## src/hdl/als_pkg.sv

```systemverilog
// Summary of operation
// - Equal source and destination select accumulator mode; unequal selects general register mode.
// - Source register address is taken during the high phase of each cycle.
// - Destination register address is taken during the low phase of each cycle.
// - Output register loads the current result at the end of each cycle in which operation gate is low.
// - LLL adds source, inverted operand and one; LLH adds without the one.
// - LHL writes source AND inverted operand to the target register.
// - LHH loads the inverted operand into the target register.
// - HLL copies source to output only, or to destination in general mode.
// - HLH writes source OR inverted operand to the target register.
// - HHL writes source XOR inverted operand to the target register.
// - HHH loads the true operand into the target register.
// - Zero and negative flags come from each result; overflow and carry come from LLL and LLH and are cleared for every other code.
// - The register file holds eight registers chosen by a three-bit address.
// - The output register captures the result on the edge ending the cycle.
package als_pkg;
   localparam int DATA_W   = 4;
   localparam int ADDR_W   = 3;
   localparam int NUM_REGS = 8;

   // Instruction codes, L=0 H=1
   localparam logic [2:0] OP_ADD_INC = 3'h0;
   localparam logic [2:0] OP_ADD     = 3'h1;
   localparam logic [2:0] OP_AND     = 3'h2;
   localparam logic [2:0] OP_LOAD_N  = 3'h3;
   localparam logic [2:0] OP_READ    = 3'h4;
   localparam logic [2:0] OP_OR      = 3'h5;
   localparam logic [2:0] OP_XOR     = 3'h6;
   localparam logic [2:0] OP_LOAD    = 3'h7;

   // Reset values
   localparam logic [DATA_W-1:0] OUT_RST  = 4'h0;
   localparam logic [ADDR_W-1:0] ADDR_RST = 3'h0;
   localparam logic [DATA_W-1:0] REG_RST  = 4'h0;

   // Two halves of a microcycle
   typedef enum logic {PH_HIGH, PH_LOW} als_phase_type;
endpackage

```

## src/hdl/als_alu_slice.sv

```systemverilog
`timescale 1ns/1ps
module als_alu_slice #(
   parameter int DATA_W = als_pkg::DATA_W,
   parameter int ADDR_W = als_pkg::ADDR_W
) (
   input  wire logic              sys_clk,           // 50 MHz system clock
   input  wire logic              reset,             // Async reset, active high
   input  wire logic [ADDR_W-1:0] register_select,   // Source in high phase, destination in low
   input  wire logic [2:0]        instruction,       // Operation code, read in low phase
   input  wire logic [DATA_W-1:0] operand_bus,       // Operand, read in low phase
   input  wire logic              operation_gate_n,  // Low enables the operation
   output logic                   phase_high,        // High during the source-address phase
   output logic      [DATA_W-1:0] result_out,        // Output register
   output logic                   flag_zero,         // Result all zero
   output logic                   flag_negative,     // Result top bit
   output logic                   flag_overflow,     // Signed overflow of the add
   output logic                   flag_carry         // Carry out of the add
);
   localparam int NUM_REGS = 1 << ADDR_W;

   // The flag logic assumes a slice at least two bits wide
   if (DATA_W < 2 || ADDR_W < 1) begin : g_bad_width
      $error("als_alu_slice: DATA_W must be >= 2 and ADDR_W >= 1");
   end

   als_pkg::als_phase_type phase_ff;
   logic [ADDR_W-1:0]      src_addr_ff;
   logic [DATA_W-1:0]      out_ff;
   logic                   zero_ff, neg_ff, ovf_ff, carry_ff;
   logic [DATA_W-1:0]      src_data;
   logic [DATA_W-1:0]      inv_operand;
   logic [DATA_W:0]        sum;
   logic [DATA_W-1:0]      nxt_result;
   logic                   nxt_ovf, nxt_carry;
   logic                   accum_mode;
   logic                   cycle_end;
   logic                   wr_en;
   logic [ADDR_W-1:0]      wr_addr;

   // Phase generator: each microcycle is one high and one low sys_clk period
   always_ff @(posedge sys_clk or posedge reset) begin
      if (reset) begin
         phase_ff <= als_pkg::PH_HIGH;
      end else begin
         unique case (phase_ff)
            als_pkg::PH_HIGH: phase_ff <= als_pkg::PH_LOW;
            als_pkg::PH_LOW:  phase_ff <= als_pkg::PH_HIGH;
         endcase
      end
   end

   assign phase_high = (phase_ff == als_pkg::PH_HIGH);
   assign cycle_end  = (phase_ff == als_pkg::PH_LOW);

   // Source address is latched in the high phase so the bus can carry the destination later
   always_ff @(posedge sys_clk or posedge reset) begin
      if (reset) begin
         src_addr_ff <= als_pkg::ADDR_RST;
      end else if (phase_high) begin
         src_addr_ff <= register_select;
      end
   end

   // Destination is the bus value during the low phase
   assign accum_mode = (src_addr_ff == register_select);

   // Operation decode
   assign inv_operand = ~operand_bus;
   assign sum = {1'b0, src_data} + {1'b0, inv_operand}
                + {{DATA_W{1'b0}}, (instruction == als_pkg::OP_ADD_INC)};

   always_comb begin
      nxt_result = src_data;
      nxt_ovf    = 1'b0;
      nxt_carry  = 1'b0;
      unique case (instruction)
         als_pkg::OP_ADD_INC, als_pkg::OP_ADD: begin
            nxt_result = sum[DATA_W-1:0];
            nxt_carry  = sum[DATA_W];
            nxt_ovf    = (src_data[DATA_W-1] == inv_operand[DATA_W-1]) &&
                         (sum[DATA_W-1] != src_data[DATA_W-1]);
         end
         als_pkg::OP_AND:    nxt_result = src_data & inv_operand;
         als_pkg::OP_LOAD_N: nxt_result = inv_operand;
         als_pkg::OP_READ:   nxt_result = src_data;
         als_pkg::OP_OR:     nxt_result = src_data | inv_operand;
         als_pkg::OP_XOR:    nxt_result = src_data ^ inv_operand;
         als_pkg::OP_LOAD:   nxt_result = operand_bus;
      endcase
   end

   // Register write: accumulator mode targets the source, a read in that mode writes nothing
   assign wr_addr = accum_mode ? src_addr_ff : register_select;
   assign wr_en   = cycle_end && !operation_gate_n &&
                    !(accum_mode && (instruction == als_pkg::OP_READ));

   als_reg_bank #(
      .DATA_W (DATA_W),
      .ADDR_W (ADDR_W),
      .DEPTH  (NUM_REGS)
   ) u_bank (
      .sys_clk (sys_clk),
      .reset   (reset),
      .wr_en   (wr_en),
      .wr_addr (wr_addr),
      .wr_data (nxt_result),
      .rd_addr (src_addr_ff),
      .rd_data (src_data)
   );

   // Output register loads on the edge ending the cycle, only while the gate is low
   always_ff @(posedge sys_clk or posedge reset) begin
      if (reset) begin
         out_ff <= als_pkg::OUT_RST;
      end else if (cycle_end && !operation_gate_n) begin
         out_ff <= nxt_result;
      end
   end

   // Flags move with the output register so the sequencer sees a matched set
   always_ff @(posedge sys_clk or posedge reset) begin
      if (reset) begin
         zero_ff  <= 1'b1;
         neg_ff   <= 1'b0;
         ovf_ff   <= 1'b0;
         carry_ff <= 1'b0;
      end else if (cycle_end && !operation_gate_n) begin
         zero_ff  <= (nxt_result == '0);
         neg_ff   <= nxt_result[DATA_W-1];
         ovf_ff   <= nxt_ovf;
         carry_ff <= nxt_carry;
      end
   end

   assign result_out    = out_ff;
   assign flag_zero     = zero_ff;
   assign flag_negative = neg_ff;
   assign flag_overflow = ovf_ff;
   assign flag_carry    = carry_ff;  // Held a full microcycle for the sequencer

   logic gated_end;
   assign gated_end = cycle_end && !operation_gate_n;
endmodule // als_alu_slice

```

## src/hdl/als_reg_bank.sv

```systemverilog
`timescale 1ns/1ps
module als_reg_bank #(
   parameter int DATA_W = 4,
   parameter int ADDR_W = 3,
   parameter int DEPTH  = 8
) (
   input  wire logic              sys_clk,  // System clock
   input  wire logic              reset,    // Async reset, active high
   input  wire logic              wr_en,    // Write strobe
   input  wire logic [ADDR_W-1:0] wr_addr,  // Write index
   input  wire logic [DATA_W-1:0] wr_data,  // Write word
   input  wire logic [ADDR_W-1:0] rd_addr,  // Read index
   output logic      [DATA_W-1:0] rd_data   // Read word
);
   logic [DATA_W-1:0] mem_ff [DEPTH];

   // Every address must reach a word
   if (DEPTH != (1 << ADDR_W)) begin : g_bad_depth
      $error("als_reg_bank: DEPTH must equal 2**ADDR_W");
   end

   // One flop word per entry
   for (genvar i = 0; i < DEPTH; i++) begin : g_word
      always_ff @(posedge sys_clk or posedge reset) begin
         if (reset) begin
            mem_ff[i] <= als_pkg::REG_RST;
         end else if (wr_en && (wr_addr == ADDR_W'(i))) begin
            mem_ff[i] <= wr_data;
         end
      end
   end

   assign rd_data = mem_ff[rd_addr];
endmodule // als_reg_bank

```

## config.mk

```make
export PLATFORM = sky130hd
export DESIGN_NAME = als_alu_slice
export DESIGN_NICKNAME = d
export VERILOG_FILES = /design/src/hdl/als_pkg.sv /design/src/hdl/als_alu_slice.sv /design/src/hdl/als_reg_bank.sv
export SDC_FILE = /design/constraint.sdc
export NUM_CORES = 1
export LEC_CHECK = 0
export BUFFER_PORTS_ARGS = -buffer_cell sky130_fd_sc_hd__clkbuf_2
export CAP_MARGIN = 20
export CORE_MARGIN = 10
export CORE_UTILIZATION = 55
export DETAILED_ROUTE_END_ITERATION = 6
export PLACE_DENSITY = 0.81
export SLEW_MARGIN = 25
export SYNTH_ARGS = -nofsm -noshare
export SYNTH_HDL_FRONTEND = slang
export SYNTH_SLANG_ARGS = --single-unit
```

## constraint.sdc

```tcl
create_clock -name sys_clk -period 4 [get_ports sys_clk]
set_input_delay 0.2 -clock sys_clk [delete_from_list [all_inputs] [get_ports sys_clk]]
set_output_delay 0.2 -clock sys_clk [all_outputs]
set_load 0.1 [all_outputs]
```

==> metrics.md <==
| Metric | Value |
|---|---|
| Status | completed |
| Most used DFF post-synth | dfrtp_1 |
| Synthesized instance count | ~200 |
| Die X | between 80 and 90 µm |
| Min Clock Period, post-route | 3.57 ns |
| CTS resizes | 0 |
| # IOs | 22 |
| Synth area leaders | dfrtp_1 (42%), mux2_2 (18%), mux4_1 (5.3%), ha_1 (4.0%), mux4_2 (2.7%) |
| Number of synthesis warnings | 0 |
| Fin. max-slew vios | 0 |
| Static Leakage | around 1.2 nW |
| Skew-Pair Late Insertion Delay | 0.30 ns |
| CP max FO | 11 |
| Critical path required time | 4.17 ns |
| Final Setup Violations | 0 |
| Post-synthesis instance area | 2480 µm² |
| Post-synthesis sequential area ratio | 43.4% |
| Placed inst area | approximately 2600 µm² |
| Finished Cell Area | 2700 µm² |
| Combinational power share | a little over two fifths |
| Worst vdd ir | approximately 0.36 mV |
| Post-CTS Setup Bufs | 0 |
| RSZ-0062 raised after global routing | no |
| Fillers | 335 |
| Detailed Route WL | 4.94 mm |
| Final Hold Vio Count | 0 |
| Crit path kind | reg -> reg |
| Flop pwr share | about two fifths |
| Root Driver | clkbuf_8 |
| Yosys top cell by area | dfrtp_1 |
| Antenna-violating nets left | 0 |
| Post-synth EDFFs | 0 |
| Number of port buffers | 21 |
| Tcrit/Tclk final | 89.3% |
| Initial antenna violation count | 0 |
| Largest net degree at the start of global routing | 44 |
| Worst slew pin tran | 0.888 ns |
| Average cell area after synthesis | around 13 µm² |
| Hold_buf cts | 0 |
| Area share of the largest cell type after synthesis | 42.3% |
| Slew headroom | 40.7% |
| Initial DRC Count | 122 |
| R2r setup slk | around 0.43 ns |
| Clock share of power | approximately 17% |
| PD cells | 595 nW/µm² |
| Synth top cells by count | dfrtp_1 (42), mux2_2 (39), inv_1 (13) |
| Maximum clock insertion buffer count | 2 |
| First-pass GRT wire length | between 8 and 9 mm |
| Switching Fraction | 39.7% |
| Die area | ~7600 µm² |
| Internal power | 0.000967 W |
| Residual DRC | 0 |
| Max Cap Viol | 0 |
| Effective utilization at floorplan | 57.0% |
| Most numerous cell in the Yosys netlist | dfrtp_1 |
| Drt pass-1 iters | 4 |
| Share of layout cells above drive strength 1 | 36.6% |
| GRT Total Usage | 13.8% |
| Kind of end point of the critical path | flip-flop |
| Final Net Count | 238 |
| Hold crit path type | in -> async |
| Clk_skew | 0.00498 ns |
| Area delta synth->final | 8.57% |
| Yosys reg bits | 43 |
| Vias per cell | 6.01 |
| Htree depth | 2 |
| Num CTS Buffers | 5 |
| Switching pwr | 0.000636 W |
| Global placer's final weighted congestion | about 0.87 |
| Core area | around 4400 µm² |
| Startpoint Class | flip-flop |
| Post-synth ARST share | 100% |
| Ant. Diodes | 0 |
| Total congestion overflow | 0 |
| Post-DP HPWL | 3.58 mm |
| Reg2Reg Depth | 11 |
| Clk sink count | 43 |
| Max Freq | 280 MHz |
| CTS clk-pin slew, worst paths | about 0.080 ns |
| Setup tns final | 0 ns |
| CTS tree | yes |
| Vias post-DR | 1610 |
| WL/cell | 18.4 µm |
| Netlist cell types | 48 |
| Synth Net Count | 219 |
| Die height | approximately 87 µm |
| Number of global-route vias before repair | 1620 |
| Num rows | 24 |
| Data arrival, critical path | about 3.7 ns |
[metrics by stage]
step | power [W] | hold WS [ns] | utilization [%] | setup WS (ns) | cells
after global placement | 0.00132 | 0.342 | 59.8 | 0.471 | 260
after CTS | 0.00161 | 0.0280 | 61.7 | 0.391 | 268
after detailed placement | 0.00134 | 0.346 | 59.8 | 0.449 | 260
after global routing | 0.00170 | 0.0611 | 61.9 | 0.217 | 268
after floorplan | 0.00120 | 0.351 | - | 0.883 | 196
final | 0.00160 | 0.00913 | 61.9 | 0.429 | 268
[cells in the final DEF (no fill, tap or decap), types with 5 or more instances in the layout]
cell type and n:
clkbuf_8 5, nand2_1 8, ha_1 8, mux2_2 39
dfrtp_1 42, nand3_1 6, inv_1 13, clkbuf_2 21
mux4_1 5
[layout make-up]
cell class	instances	area (µm²)	share of cell area, %
Clock buffer	6	72.6	2.69
Clock inverter	2	12.5	0.464
Inverter	13	48.8	1.81
Timing Repair Buffer	23	120	4.46
Sequential cell	43	1080	40.0
Multi-Input combinational cell	129	1300	48.2
Tap cell	52	65.1	2.41
[per-layer routing]
layer / vias up / part of all wire [%] / track usage [%]
li1: 755 / - / -
met2: 40 / 49 / 22.6
met3: 6 / 4.8 / 3.75
met5: - / 0 / 0
met1: 809 / 45 / 17.3
met4: 0 / 1.3 / 4.06
[critical path: stages, from the launching register on]
cell and delay [ns]:
dfrtp_1 0.65, mux4_2 0.58, mux2_2 0.31, inv_1 0.10, fa_1 0.22, inv_1 0.06, fa_1 0.41, nor2b_1 0.13
o32ai_1 0.26, a31oi_1 0.07, a21o_1 0.29, mux2_1 0.37
[power groups by stage]
stage | sequential (W) | clock (W) | combinational [W]
2_1_floorplan | 0.000771 | 0 | 0.000430
3_3_place_gp | 0.000653 | 0 | 0.000663
3_5_place_dp | 0.000660 | 0 | 0.000677
4_1_cts | 0.000652 | 0.000275 | 0.000681
5_1_grt | 0.000670 | 0.000292 | 0.000738
6_report | 0.000654 | 0.000270 | 0.000679
[registers in the layout, indices dropped and copies added (netlist names)]
name and cells:
u_bank.mem_ff 32, result_out 4, src_addr_ff 3, cycle_end 1, flag_carry 1, flag_overflow 1, flag_zero 1
[worst paths after layout]
check / start / endpoint
setup / recovery: src_addr_ff[2] / u_bank.mem_ff[17]
max in group asynchronous: reset / flag_zero
hold reg to reg: flag_carry / flag_carry
hold / removal: reset / result_out[2]
setup reg to reg: src_addr_ff[2] / u_bank.mem_ff[17]
min in group sys_clk: register_select[2] / src_addr_ff[2]
[cells by family after synthesis]
family	synth area share, %
xor+xnor	2.47
mux	28.9
fa+ha+maj	5.65
simple gates	6.91
compound gates	8.07
buf+inv	4.59
flops	43.4
(Power assumes the default switching activity.)
